===== src/design/selftest_pkg.sv =====
// Constants and types shared by the self-test sequencer and its testbench
`default_nettype none
package selftest_pkg;
	// ************************************************
	// Timing
	// ************************************************
	localparam int CLK_KHZ = 100000;
	localparam int DISPLAY_MS = 500;
	localparam int DISP_CYCLES = CLK_KHZ * DISPLAY_MS;
	localparam int BAUD_300 = 300;
	localparam int BAUD_2400 = 2400;
	localparam int BAUD_9600 = 9600;
	localparam int BIT_300_CYCLES = CLK_KHZ * 1000 / BAUD_300;
	localparam int BIT_2400_CYCLES = CLK_KHZ * 1000 / BAUD_2400;
	localparam int BIT_9600_CYCLES = CLK_KHZ * 1000 / BAUD_9600;
	localparam int RAMP_STEP_US = 2;
	localparam int RAMP_STEP_CYCLES = (RAMP_STEP_US * CLK_KHZ + 999) / 1000;
	localparam int STRAP_WAIT = 3;
	localparam int CNT_W = 26;

	// ************************************************
	// Patterns and frame layout
	// ************************************************
	localparam logic [7:0] RAM_PAT_A = 8'h55;
	localparam logic [7:0] RAM_PAT_B = 8'haa;
	localparam logic [7:0] LOOP_BYTE = 8'ha5;
	localparam logic [3:0] FRAME_LAST = 4'h9;
	localparam logic [1:0] RATE_LAST = 2'h2;
	localparam logic [1:0] PH_ISSUE = 2'h0;
	localparam logic [1:0] PH_CHECK = 2'h2;

	// ************************************************
	// Synchronised input positions
	// ************************************************
	localparam int IN_CLR = 0;
	localparam int IN_7 = 1;
	localparam int IN_RAMP = 2;
	localparam int IN_LOOP = 3;
	localparam int IN_LOW = 4;
	localparam int IN_WD = 5;
	localparam int IN_RX = 6;
	localparam int IN_N = 7;

	// ************************************************
	// Display codes
	// ************************************************
	typedef enum logic [2:0] {
		UP_BLANK = 3'h0,
		UP_PWR = 3'h1,
		UP_WDOG = 3'h2,
		UP_PROM = 3'h3,
		UP_RAM = 3'h5
	} upper_code_t;

	typedef enum logic [2:0] {
		LO_BLANK = 3'h0,
		LO_PASS = 3'h1,
		LO_ERR = 3'h2,
		LO_F300 = 3'h3,
		LO_F2400 = 3'h4,
		LO_F9600 = 3'h5
	} lower_code_t;
endpackage
`default_nettype wire


===== src/design/ram_port_if.sv =====
// Port bundle between the sequencer and the scratch memory under test
`default_nettype none
interface ram_port_if #(parameter int AW = 8, parameter int DW = 8);
	logic [AW-1:0] addr;
	logic [DW-1:0] wdata;
	logic we;
	logic [DW-1:0] rdata;
	modport ctl (output addr, output wdata, output we, input rdata);
	modport mem (input addr, input wdata, input we, output rdata);
endinterface
`default_nettype wire


===== src/design/ram_pattern_mem.sv =====
// Scratch memory exercised by the power-up pattern test
`default_nettype none
module ram_pattern_mem #(
	parameter int AW = 8,
	parameter int DW = 8
) (
	// Clock
	input wire logic sys_clk,
	// Access port
	ram_port_if.mem port
);
	logic [DW-1:0] cells [2**AW];

	// Write port and registered read data
	always_ff @(posedge sys_clk)
	begin
		if (port.we)
		begin
			cells[port.addr] <= port.wdata;
		end
		port.rdata <= cells[port.addr];
	end
endmodule
`default_nettype wire


===== src/design/diagnostic_selftest_sequencer.sv =====
// Power-up memory tests, fault codes and operator diagnostic tests 9 and 10
`default_nettype none
// How it works
// - Ramp test sweeps the speed command from full positive to full negative and back.
// - Loopback passing at all three rates shows the pass code below.
// - Each failing rate briefly shows its own code: 03, 24 or 96.
// - After the loopback test, any failure briefly shows the error code below.
// - The loopback test returns to normal operation without a key press.
// - Every power-up runs two self-tests before normal operation.
// - First test writes patterns into RAM and reads them back to compare.
// - RAM failure halts, shows code 5 above, continues on the clear key.
// - A passing RAM test goes straight to the program memory test.
// - Program memory test sums all words and compares with the expected sum.
// - Checksum mismatch stops, shows code 3 above until clear is pressed.
// - Passing checksum starts initialization and normal operation on its own.
// - Line undervoltage shows power-failure code 1 above unless a watchdog timeout has been seen since reset.
// - A watchdog timeout shows code 2 above.
// - Clear plus 7 held at power-up restores defaults, then runs power-up tests.
module diagnostic_selftest_sequencer
	import selftest_pkg::*;
#(
	parameter int RAM_AW = 8,
	parameter int PROM_AW = 12,
	parameter int DAC_W = 12,
	parameter logic [15:0] PROM_SUM = 16'h0000,
	parameter int DISP_LEN = selftest_pkg::DISP_CYCLES,
	parameter int BIT_300 = selftest_pkg::BIT_300_CYCLES,
	parameter int BIT_2400 = selftest_pkg::BIT_2400_CYCLES,
	parameter int BIT_9600 = selftest_pkg::BIT_9600_CYCLES
) (
	// Clock and reset
	input wire logic sys_clk,
	input wire logic sys_rst,
	// Keypad and operator test starts
	input wire logic key_clear,
	input wire logic key_7,
	input wire logic ramp_go,
	input wire logic loop_go,
	// Fault monitors
	input wire logic line_low,
	input wire logic wdog_timeout,
	// Serial loopback pins
	input wire logic rx_pin,
	output logic tx_pin,
	// Program memory
	output logic [PROM_AW-1:0] rom_addr,
	input wire logic [7:0] rom_data,
	// Speed command and displays
	output logic [DAC_W-1:0] dac_code,
	output selftest_pkg::upper_code_t upper_code,
	output selftest_pkg::lower_code_t lower_code,
	// Sequence status
	output logic defaults_restore,
	output logic init_start,
	output logic normal_run
);
	import selftest_pkg::*;

	localparam logic [DAC_W-1:0] DAC_MAX = {DAC_W{1'b1}};
	localparam logic [DAC_W-1:0] DAC_MIN = {DAC_W{1'b0}};
	localparam logic [DAC_W-1:0] DAC_MID = {1'b1, {(DAC_W-1){1'b0}}};
	localparam logic [CNT_W-1:0] DISP_LAST = CNT_W'(DISP_LEN - 1);
	localparam logic [CNT_W-1:0] RAMP_LAST = CNT_W'(RAMP_STEP_CYCLES - 1);
	localparam logic [RAM_AW-1:0] RAM_END = {RAM_AW{1'b1}};
	localparam logic [PROM_AW-1:0] PROM_END = {PROM_AW{1'b1}};
	localparam logic [9:0] FRAME = {1'b1, LOOP_BYTE, 1'b0};

	// ************************************************
	// Parameter checks
	// ************************************************
	if (DISP_LEN < 8 || DISP_LEN > 2**CNT_W || BIT_300 > 2**CNT_W || BIT_9600 < 8 || DAC_W < 2
		|| RAM_AW < 1 || PROM_AW < 1 || RAM_AW > PROM_AW)
	begin : g_bad_param
		$error("Self-test sequencer parameters out of range");
	end

	// ************************************************
	// State
	// ************************************************
	typedef enum logic [10:0] {
		ST_STRAP = 11'h001,
		ST_RAM_WR = 11'h002,
		ST_RAM_RD = 11'h004,
		ST_RAM_FAIL = 11'h008,
		ST_PROM = 11'h010,
		ST_PROM_FAIL = 11'h020,
		ST_RUN = 11'h040,
		ST_RAMP = 11'h080,
		ST_LOOP = 11'h100,
		ST_LOOP_SHOW = 11'h200,
		ST_LOOP_END = 11'h400
	} seq_state_t;

	typedef struct packed {
		logic [IN_N-1:0] sync1;
		logic [IN_N-1:0] sync2;
		logic [IN_N-1:0] prev;
		seq_state_t state;
		logic [CNT_W-1:0] cnt;
		logic [PROM_AW-1:0] addr;
		logic [1:0] phase;
		logic pat;
		logic [15:0] sum;
		logic [1:0] rate;
		logic [3:0] bitn;
		logic [9:0] rxsh;
		logic [2:0] fails;
		logic [DAC_W-1:0] dac;
		logic dac_up;
		logic tx;
		logic wdog_seen;
		logic [RAM_AW-1:0] ram_addr;
		logic [7:0] ram_wdata;
		logic ram_we;
		logic [PROM_AW-1:0] rom_addr;
		upper_code_t upper;
		lower_code_t lower;
		logic defaults_restore;
		logic init_start;
		logic normal_run;
	} seq_t;

	seq_t s;
	seq_t next_s;
	logic adv;
	logic clr_edge;
	logic [7:0] ram_expect;
	ram_port_if #(.AW(RAM_AW), .DW(8)) ram_bus ();

	// Bit period of a loopback rate in clock cycles
	function automatic logic [CNT_W-1:0] bit_period(input logic [1:0] r);
		unique case (r)
			2'h0: bit_period = CNT_W'(BIT_300);
			2'h1: bit_period = CNT_W'(BIT_2400);
			default: bit_period = CNT_W'(BIT_9600);
		endcase
	endfunction

	// Lower display code for a failing rate
	function automatic lower_code_t rate_code(input logic [1:0] r);
		unique case (r)
			2'h0: rate_code = LO_F300;
			2'h1: rate_code = LO_F2400;
			default: rate_code = LO_F9600;
		endcase
	endfunction

	// Memory under test
	ram_pattern_mem #(.AW(RAM_AW), .DW(8)) u_mem (
		.sys_clk(sys_clk),
		.port(ram_bus.mem)
	);

	// Drive the memory port from registered fields
	assign ram_bus.addr = s.ram_addr;
	assign ram_bus.wdata = s.ram_wdata;
	assign ram_bus.we = s.ram_we;
	assign clr_edge = s.sync2[IN_CLR] & ~s.prev[IN_CLR];
	assign ram_expect = (s.pat ? RAM_PAT_B : RAM_PAT_A) ^ 8'(s.addr);

	// ************************************************
	// Next state
	// ************************************************
	always_comb
	begin
		next_s = s;
		adv = 1'b0;
		next_s.sync1 = {rx_pin, wdog_timeout, line_low, loop_go, ramp_go, key_7, key_clear};
		next_s.sync2 = s.sync1;
		next_s.prev = s.sync2;
		next_s.ram_we = 1'b0;
		next_s.defaults_restore = 1'b0;
		next_s.init_start = 1'b0;
		if (s.sync2[IN_WD])
		begin
			next_s.wdog_seen = 1'b1;
		end
		unique case (s.state)
			ST_STRAP:
			begin
				next_s.cnt = s.cnt + 1'b1;
				if (s.cnt == CNT_W'(STRAP_WAIT))
				begin
					next_s.cnt = '0;
					next_s.addr = '0;
					next_s.pat = 1'b0;
					next_s.state = ST_RAM_WR;
					next_s.defaults_restore = s.sync2[IN_CLR] & s.sync2[IN_7];
				end
			end
			ST_RAM_WR:
			begin
				next_s.ram_we = 1'b1;
				next_s.ram_addr = RAM_AW'(s.addr);
				next_s.ram_wdata = ram_expect;
				next_s.addr = s.addr + 1'b1;
				if (RAM_AW'(s.addr) == RAM_END)
				begin
					next_s.addr = '0;
					next_s.phase = PH_ISSUE;
					next_s.state = ST_RAM_RD;
				end
			end
			ST_RAM_RD:
			begin
				next_s.ram_addr = RAM_AW'(s.addr);
				next_s.phase = s.phase + 1'b1;
				if (s.phase == PH_CHECK)
				begin
					next_s.phase = PH_ISSUE;
					next_s.addr = s.addr + 1'b1;
					if (ram_bus.rdata != ram_expect)
					begin
						next_s.state = ST_RAM_FAIL;
					end
					else if (RAM_AW'(s.addr) == RAM_END)
					begin
						next_s.addr = '0;
						next_s.pat = 1'b1;
						next_s.sum = '0;
						next_s.state = s.pat ? ST_PROM : ST_RAM_WR;
					end
				end
			end
			ST_RAM_FAIL:
			begin
				if (clr_edge)
				begin
					next_s.addr = '0;
					next_s.sum = '0;
					next_s.phase = PH_ISSUE;
					next_s.state = ST_PROM;
				end
			end
			ST_PROM:
			begin
				next_s.rom_addr = s.addr;
				next_s.phase = s.phase + 1'b1;
				if (s.phase == PH_CHECK)
				begin
					next_s.phase = PH_ISSUE;
					next_s.addr = s.addr + 1'b1;
					next_s.sum = s.sum + 16'(rom_data);
					if (s.addr == PROM_END)
					begin
						if (next_s.sum == PROM_SUM)
						begin
							next_s.init_start = 1'b1;
							next_s.state = ST_RUN;
						end
						else
						begin
							next_s.state = ST_PROM_FAIL;
						end
					end
				end
			end
			ST_PROM_FAIL:
			begin
				if (clr_edge)
				begin
					next_s.init_start = 1'b1;
					next_s.state = ST_RUN;
				end
			end
			ST_RUN:
			begin
				if (s.sync2[IN_RAMP] & ~s.prev[IN_RAMP])
				begin
					next_s.dac = DAC_MAX;
					next_s.dac_up = 1'b0;
					next_s.cnt = '0;
					next_s.state = ST_RAMP;
				end
				else if (s.sync2[IN_LOOP] & ~s.prev[IN_LOOP])
				begin
					next_s.rate = '0;
					next_s.fails = '0;
					next_s.bitn = '0;
					next_s.cnt = '0;
					next_s.tx = FRAME[0];
					next_s.lower = LO_BLANK;
					next_s.state = ST_LOOP;
				end
			end
			ST_RAMP:
			begin
				next_s.cnt = s.cnt + 1'b1;
				if (clr_edge)
				begin
					next_s.dac = DAC_MID;
					next_s.state = ST_RUN;
				end
				else if (s.cnt == RAMP_LAST)
				begin
					next_s.cnt = '0;
					if (s.dac_up)
					begin
						next_s.dac = (s.dac == DAC_MAX) ? s.dac : s.dac + 1'b1;
						next_s.dac_up = (s.dac != DAC_MAX);
					end
					else
					begin
						next_s.dac = (s.dac == DAC_MIN) ? s.dac : s.dac - 1'b1;
						next_s.dac_up = (s.dac == DAC_MIN);
					end
				end
			end
			ST_LOOP:
			begin
				next_s.cnt = s.cnt + 1'b1;
				if (s.cnt == (bit_period(s.rate) >> 1))
				begin
					next_s.rxsh = {s.sync2[IN_RX], s.rxsh[9:1]};
				end
				if (s.cnt == bit_period(s.rate) - 1'b1)
				begin
					next_s.cnt = '0;
					next_s.bitn = s.bitn + 1'b1;
					next_s.tx = FRAME[4'(s.bitn + 1'b1)];
					if (s.bitn == FRAME_LAST)
					begin
						next_s.tx = 1'b1;
						if (s.rxsh != FRAME)
						begin
							next_s.fails[s.rate] = 1'b1;
							next_s.lower = rate_code(s.rate);
							next_s.state = ST_LOOP_SHOW;
						end
						else
						begin
							adv = 1'b1;
						end
					end
				end
			end
			ST_LOOP_SHOW:
			begin
				next_s.cnt = s.cnt + 1'b1;
				if (s.cnt == DISP_LAST)
				begin
					next_s.lower = LO_BLANK;
					adv = 1'b1;
				end
			end
			ST_LOOP_END:
			begin
				next_s.cnt = s.cnt + 1'b1;
				if (s.cnt == DISP_LAST)
				begin
					next_s.lower = LO_BLANK;
					next_s.state = ST_RUN;
				end
			end
		endcase
		// Move to the next rate or finish the loopback test
		if (adv)
		begin
			next_s.cnt = '0;
			next_s.bitn = '0;
			if (s.rate == RATE_LAST)
			begin
				next_s.lower = (next_s.fails != '0) ? LO_ERR : LO_PASS;
				next_s.state = (next_s.fails != '0) ? ST_LOOP_END : ST_RUN;
			end
			else
			begin
				next_s.rate = s.rate + 1'b1;
				next_s.tx = FRAME[0];
				next_s.state = ST_LOOP;
			end
		end
		// Upper display, watchdog over power fail over test codes
		if (next_s.wdog_seen)
			next_s.upper = UP_WDOG;
		else if (next_s.sync2[IN_LOW])
			next_s.upper = UP_PWR;
		else if (next_s.state == ST_RAM_FAIL)
			next_s.upper = UP_RAM;
		else if (next_s.state == ST_PROM_FAIL)
			next_s.upper = UP_PROM;
		else
			next_s.upper = UP_BLANK;
		next_s.normal_run = (next_s.state == ST_RUN) || (next_s.state == ST_RAMP)
			|| (next_s.state == ST_LOOP) || (next_s.state == ST_LOOP_SHOW) || (next_s.state == ST_LOOP_END);
	end

	// State register
	always_ff @(posedge sys_clk)
	begin
		if (sys_rst)
		begin
			s <= '0;
			s.state <= ST_STRAP;
			s.tx <= 1'b1;
			s.dac <= DAC_MID;
		end
		else
		begin
			s <= next_s;
		end
	end

	// Outputs straight from the state register
	assign tx_pin = s.tx;
	assign rom_addr = s.rom_addr;
	assign dac_code = s.dac;
	assign upper_code = s.upper;
	assign lower_code = s.lower;
	assign defaults_restore = s.defaults_restore;
	assign init_start = s.init_start;
	assign normal_run = s.normal_run;
endmodule
`default_nettype wire


===== config.mk =====
export PLATFORM = sky130hd
export DESIGN_NAME = diagnostic_selftest_sequencer
export DESIGN_NICKNAME = d
export VERILOG_FILES = /design/src/design/selftest_pkg.sv /design/src/design/ram_port_if.sv /design/src/design/ram_pattern_mem.sv /design/src/design/diagnostic_selftest_sequencer.sv
export SDC_FILE = /design/constraint.sdc
export NUM_CORES = 2
export LEC_CHECK = 0
export ABC_CLOCK_PERIOD_IN_PS = 4300
export BUFFER_PORTS_ARGS = -buffer_cell sky130_fd_sc_hd__buf_2
export CAP_MARGIN = 20
export CORE_ASPECT_RATIO = 1.5
export CORE_MARGIN = 5
export CORE_UTILIZATION = 57
export DETAILED_ROUTE_END_ITERATION = 6
export PLACE_DENSITY = 0.76
export SLEW_MARGIN = 20
export SYNTH_ARGS = -nofsm -noshare
export SYNTH_HDL_FRONTEND = slang
export SYNTH_SLANG_ARGS = --single-unit

===== constraint.sdc =====
create_clock -name sys_clk -period 4.3 [get_ports sys_clk]
set_clock_uncertainty 0.15 [all_clocks]
set_input_delay 0 -clock sys_clk [delete_from_list [all_inputs] [get_ports sys_clk]]
set_output_delay 0 -clock sys_clk [all_outputs]
set_load 0.005 [all_outputs]

-- Word-level counts from Yosys, hierarchy flattened
Memory sizes are Yosys's and may differ from the RTL's. A register that Yosys moved wholly into a read port is not among the register bits.
Cells that the tools add are included.
- bits of input ports: 17
- flip-flop bits (word level): 158
- memories: 2
- output and inout bits: 34
- word-level logic and storage cells: 237
- RAM bits: 2048
- ROM bits: 16
- $lt $le $gt $ge: 3
- eq/ne operators: 50
- bitwise operators: 11
- add/subtract/negate cells: 9
- reduce and logical (&&, ||, !) cells: 32
- muxes and demuxes: 102
- memory list (name ; words ; width ; read ports ; clocked after Yosys merged registers in ; write ports ; RTL line ; RTL):
    u_mem.cells ; 256 ; 8 ; 1 ; 1 ; 1 ; ram_pattern_mem.sv:12 ; logic [DW-1:0] cells [2**AW];
    (name not given) ; 16 ; 1 ; 1 ; 0 ; 0 ; diagnostic_selftest_sequencer.sv:320 ; next_s.tx = FRAME[4'(s.bitn + 1'b1)];
- operators with widths (kind ; count):
    $mux 37 ; 4
    $mux 11 ; 13
    $pmux 26 s5 ; 1
    $pmux 11 s9 ; 1
    $mux 26 ; 3
    $mux 12 ; 5
    $pmux 12 s5 ; 1
    $mux 49 ; 1
    $pmux 16 s3 ; 1
    $mux 14 ; 3
    $mux 3 ; 14
    $mux 13 ; 3
    $pmux 19 s2 ; 1
    $mux 17 ; 2
    $mux 16 ; 2
    $mux 31 ; 1
    $add 26x1->26 const B ; 1
    $eq 26x2->1 const B ; 1
    $eq 26x25->1 ; 1
    $eq 26x26->1 ; 1
    $eq 26x26->1 const B ; 1
    $eq 26x8->1 const B ; 1
    $ne 2x2->1 const B ; 13
    $pmux 13 s2 ; 1
    63 further kinds ; 131

-- Logic depth before layout (Yosys ltp)
- depth after elaboration: 18
- gate-level depth with buffers: 15
- mapped depth without buffers: 13

-- Hierarchy
From an unflattened synthesis, not the netlist that was laid out.
- cell total of the unflattened synthesis: 4759
- area, all modules: 87930.6 um^2
- by module, submodules not included (module ; sequential area each (um^2) ; times used ; cells an instance ; area each (um^2)):
    ram_pattern_mem ; 61659.1 ; 1 ; 3547 ; 78492.8
    diagnostic_selftest_sequencer ; 3123.0 ; 1 ; 1212 ; 9437.8

-- Worst setup path before layout
No wires, ideal clock.
- kind: reg2reg
- start point: reg s (netlist bit ram_bus.wdata[1])
- end point: mem u_mem.cells[0][1] (data pin)
- cell stages (with the launch flop): 1
- library setup time: 0.856 ns
- clock period less this slack: 4.403 ns
- setup slack: -0.103 ns
- buffers on the path: 0
- arrival time: 3.398 ns
- data required time: 3.294 ns
- path through: dfxtp_1
- RTL lines (element ; RTL line ; RTL):
    from (decl) ; diagnostic_selftest_sequencer.sv:123 ; seq_t s;
    from (signal assigned) ; diagnostic_selftest_sequencer.sv:400 ; s <= next_s;
    to (decl) ; ram_pattern_mem.sv:12 ;
No word-level cell before the write port.

-- Final worst setup path
- start point: reg s[72] (netlist bit)
- end point: reg s (netlist bit normal_run)
- cells in the longest elaborated chain, start to end: 12
- elaborated cells on any way between the ends: 16
- classes of those cells: add/sub: 1; eq/ne: 5; mux: 5; reduce/logical: 5
- RTL lines (element ; RTL line ; RTL):
    $add 16x8->16 * ; diagnostic_selftest_sequencer.sv:243 ; next_s.sum = s.sum + 16'(rom_data);
    $logic_not 16->1 * ; diagnostic_selftest_sequencer.sv:246 ; if (next_s.sum == PROM_SUM)
    $mux 7 * ; diagnostic_selftest_sequencer.sv:246 ;
    $mux 11 * ; diagnostic_selftest_sequencer.sv:244 ; if (s.addr == PROM_END)
    $mux 11 * ; diagnostic_selftest_sequencer.sv:239 ; if (s.phase == PH_CHECK)
    $pmux 11 s9 * ; diagnostic_selftest_sequencer.sv:178 ; unique case (s.state)
    $mux 37 * ; diagnostic_selftest_sequencer.sv:357 ; if (adv)
    $eq 11x7->1 or $eq 11x8->1 (tied branches) ; diagnostic_selftest_sequencer.sv:384 ; next_s.normal_run = (next_s.state == ST_RUN) || (next_s.state == ST_RAMP)
    $logic_or 1x1->1 ; diagnostic_selftest_sequencer.sv:384 ;
    $logic_or 1x1->1 (2 in series) ; diagnostic_selftest_sequencer.sv:385 ; || (next_s.state == ST_LOOP) || (next_s.state == ST_LOOP_SHOW) || (next_s.state == ST_LOOP_END);
    $logic_or 1x1->1 * ; diagnostic_selftest_sequencer.sv:385 ;
Mark *: on every way between the ends. The rest lies on a longest branch, timed or not.
A chain may end at the register's enable or synchronous reset.

==> impl.org <==
** STA
- The final critical path takes up 95.8% of the cycle.
- The number of failing hold endpoints at the final stage was 0.
- Setup total negative slack on the finished layout was measured at 0 ps.
- Setup repair after global routing left no endpoint under its margin.
- Hold timing on the final database bottoms out at a slack of 74.6 ps.
- Max_slew headroom :: 23.5%
- The max-slew violation total from the final report came to 0.
- At the pin with the least slew margin, the transition time is 1150 ps.
- Based on the critical path, the design can be clocked at up to 243 MHz.
- Final setup violation count :: 0
- The worst path in the final design needs a cycle of 4120 ps, including I/O delays and setup.

** Logic synthesis
- Sequential area share after synthesis :: 73.3%
- Synth top area cells :: sky130_fd_sc_hd__edfxtp_1 70%, sky130_fd_sc_hd__mux4_2 17%, sky130_fd_sc_hd__dfxtp_1 3.7%
- Yosys mapped a number of flops with a built-in enable equal to 2048.
- Portion of synthesized cell area occupied by the leading cell type :: 69.6%
- sky130_fd_sc_hd__edfxtp_1 takes more of the synthesized area than any other cell.
- The cell area that synthesis handed to floorplanning was 88300 sq um.
- Number of synthesis warnings :: 0
- Leading register cell type out of synthesis :: sky130_fd_sc_hd__edfxtp_1
- Async set-reset flop share out of synthesis :: 0%
- Yosys instantiated no cell more often than sky130_fd_sc_hd__edfxtp_1.
- Synthesis produced a netlist whose cell count is 4520.
- Number of storage elements in the synthesis netlist :: 2212
- Cell types with the highest counts after synthesis :: 2048 x sky130_fd_sc_hd__edfxtp_1, 654 x sky130_fd_sc_hd__mux4_2, 417 x sky130_fd_sc_hd__nor2_1
- Yosys mapped the design onto 75 distinct sky130hd cell types.
- Counting every net in the synthesized netlist gives 4564.
- Mapped Avg Cell Area :: 19.5 sq um

** Run
- The tool flagged a number of max-cap violations equal to 0.

** Power
- Cell internal power was estimated by the tool at 33.1 mW.
- Combinational power share :: 1.6%
- The worst-case IR drop observed on VDD is 0.465 mV.
- Post-layout total power :: 41.3 mW
- In this run the power density over the cells is 419 nW/um^2.
- The analysis attributes to cell leakage a power of 30.4 nW.
- Sw Share :: 19.8%
- Clock share of power :: 41.5%
- Switching power total :: 8.19 mW
- In this run, flip-flops and latches consume 56.9% of the power.

** Clock tree
- At the later pin of the worst-skew pair, clock insertion delay measures 830 ps.
- Sink count of the clock tree :: 2212
- Clock transition at path regs :: 70 ps
- The H-tree generated during clock tree synthesis spans 4 levels.
- TritonCTS clock tree :: done
- Clock tree synthesis selected as its root buffer the cell sky130_fd_sc_hd__clkbuf_16.
- Inserted Clock Buffers :: 185
- Max clock buf depth :: 3

** Worst setup path
- Crit. End Element :: flip-flop
- Highest fanout seen on the critical path :: 5
- In this run the critical register-to-register path is launched from s[72]$_SDFFE_PP0P_.
- Crit path arrival time :: 4710 ps
- Following the worst setup path forward leads to its endpoint at normal_run$_SDFF_PP0_.
- The slowest stage of the critical path belongs to the cell sky130_fd_sc_hd__dlygate4sd3_1.
- The worst setup path is launched from a flip-flop.
- Worst setup path category :: flip-flop to flip-flop
- The endpoint identified for the worst register-to-register timing path is normal_run$_SDFF_PP0_.
- R2R Setup Slk :: 180 ps
- Worst path required time :: 4890 ps
- Depth of the most critical reg-to-reg path :: 12
- Highest cell delay on the worst timing path :: 620 ps
- The critical path goes through ha_1 -> fa_1 -> a21o_1 -> and4_1 -> o41ai_1 -> dlygate4sd3_1 -> nand4_1 -> a2111oi_4 -> a211oi_2 -> xor2_1 -> or3_1 -> a31oi_1.
- Worst setup path startpoint :: s[72]$_SDFFE_PP0P_

** Final layout
- From synthesis to final layout, the design area changed by 11.7%.
- Cells with a size suffix above 1 make up 25.6% of the layout.
- Measured on the finished design, the core utilization comes to 63.8%.
- For this run, the post-layout net count is 4764.

** Drt
- Via count of the routed design :: 45512
- The detail route stage leaves a number of antenna-violating nets equal to 0.
- In the routed design, unresolved DRC markers number 1.
- Vias per std cell :: 6.56
- Dividing the detail-routed wire length by the instance count gives 30.7 um.
- Initial DRC Count :: 5503
- After detailed routing, the total wire length is 213 mm.
- Before antenna repair, the detailed router went through 7 iterations.

** Placed design
- After legalization and detailed placement, the total HPWL measured 128 mm.
- Routability-driven placement finished with a final weighted congestion of 0.908.
- Port buffering added 50 buffers.

** Die
- Height of the chip :: 492 um
- The initialized floorplan defines 177 standard-cell rows.
- Pin placement for this block handled 51 I/O pins.
- Die width :: 331 um
- Core box area :: 155000 sq um
- Area of the die :: 163000 sq um
- For this configuration, the core starts out at a cell density of 57.1%.

** Global routing
- First-pass GRT wire length :: 315 mm
- Aggregate global-route resource usage :: 26.1%
- Entering global routing, the biggest net connects 198 pins.
- Via count of the first global-routing pass :: 46393
- Total congestion overflow :: 0
- Number of antenna violations at the first check in global routing :: 2

** Min path
- Worst min path class :: input pin to flip-flop

** Outcome
- Violations in the final reports :: design-rule violations
- The run finished, with violations left.
[critical path, delay by kind of cell (launching register included)]
| kind | cells | cell delay, ps |
|---|---|---|
| AOI/OAI and AO/OA | 5 | 1400 |
| DFF | 1 | 310 |
| xor gates and xnor gates | 1 | 200 |
| and+or+nand+nor | 3 | 740 |
| adders and majority gates | 2 | 630 |
| buffers and inverters | 1 | 620 |
[logic make-up (layout without fill, tap and decap cells)]
logic type / Yosys count / count (layout) / synth area share, %
DFF: 2212 / 2212 / 73.3
AOI/OAI and AO/OA: 280 / 280 / 2.07
xor gates and xnor gates: 63 / 63 / 0.625
muxes: 682 / 682 / 17.0
and+or+nand+nor: 925 / 925 / 4.97
buffers and inverters: 331 / 688 / 1.60
adders and majority gates: 27 / 27 / 0.399
other: 0 / 2 / 0
[per-layer routing]
layer,GRT usage (%),vias up,part of all wire [%]
li1,-,18797,-
met1,32.6,23697,34
met2,44.6,2488,52
met3,4.34,530,7.9
met4,13.2,0,6.0
met5,0,-,0
[repair_timing]
| item | 4_1_cts | 5_1_grt |
|---|---|---|
| setup endpoints to repair | 0 | 24 |
| gates resized for setup | 0 | 4 |
| endpoints found under the hold margin | 111 | 0 |
| buffers inserted | 0 | 0 |
| hold buffers | 35 | 0 |
[per-stage QoR]
step | area [sq um] | instances | setup WS, ps
after detailed placement | 92100 | 6555 | 79.4
after CTS | 98600 | 6934 | 50.2
after floorplan | 88300 | 4520 | 216
final | 98600 | 6937 | 180
after global routing | 98600 | 6936 | 0.256
after global placement | 92100 | 6555 | 58.7
[worst min-delay path by stage]
stage | slack [ps] | depth (start not counted) | from | endpoint
after detailed placement | 70 | 2 | line_low | next_s[151]$_SDFF_PP0_
after global routing | 120 | 5 | rom_data[0] | s[72]$_SDFFE_PP0P_
after floorplan | -70 | 1 | sys_rst | s[140]$_SDFF_PP0_
after global placement | 70 | 2 | key_7 | next_s[148]$_SDFF_PP0_
final | 70 | 5 | rom_data[0] | s[72]$_SDFFE_PP0P_
after CTS | 40 | 5 | rom_data[0] | s[72]$_SDFFE_PP0P_
[placed cells by master (no fill, tap or decap), types with 33 or more instances in the layout]
master                          netlist  routed
sky130_fd_sc_hd__nor3_1              40      40
sky130_fd_sc_hd__buf_4               31     192
sky130_fd_sc_hd__buf_2               16      49
sky130_fd_sc_hd__dlygate4sd3_1        0      35
sky130_fd_sc_hd__nand4_1             33      33
sky130_fd_sc_hd__nand3_1             52      48
sky130_fd_sc_hd__nand2_1            157     157
sky130_fd_sc_hd__nor2b_1             51      51
sky130_fd_sc_hd__nand2b_1            34      34
sky130_fd_sc_hd__a21oi_1             95      95
sky130_fd_sc_hd__dfxtp_1            164     149
sky130_fd_sc_hd__o21ai_0             49      48
sky130_fd_sc_hd__buf_12               0      36
sky130_fd_sc_hd__clkbuf_16            0     186
sky130_fd_sc_hd__xnor2_1             33      33
sky130_fd_sc_hd__clkinv_1             0      45
sky130_fd_sc_hd__edfxtp_1          2048    2048
sky130_fd_sc_hd__nor2_1             417     417
sky130_fd_sc_hd__mux4_2             654     654
[power by group through the flow]
stage,clock network [mW],registers [mW],logic [mW]
6_report,17.1,23.5,0.660
5_1_grt,18.2,23.5,0.711
4_1_cts,17.3,23.5,0.637
3_5_place_dp,0,24.0,0.609
3_3_place_gp,0,24.0,0.589
2_1_floorplan,0,24.1,0.261
[state kept, by name, indices dropped and copies added (netlist names), named ones only]
| name | cells |
|---|---|
| u_mem.cells | 2048 |
| s | 91 |
| next_s | 13 |
| dac_code | 12 |
| rom_addr | 12 |
| ram_bus.addr | 8 |
| ram_bus.wdata | 8 |
| u_mem.port.rdata | 8 |
| lower_code | 3 |
| upper_code | 3 |
| defaults_restore | 1 |
| init_start | 1 |
| normal_run | 1 |
| ram_bus.we | 1 |
| tx_pin | 1 |
[layout make-up]
class / count / area [sq um]
flip-flops and latches: 2212 / 64800
fillers: 9901 / 55900
multi-input cells: 1977 / 22200
clock buffers: 223 / 4840
repair buffers: 313 / 2790
well taps: 2058 / 2570
clock inverters: 121 / 1310
inverters: 31 / 116
diodes: 2 / 5.00
(Power assumes the default switching activity.)
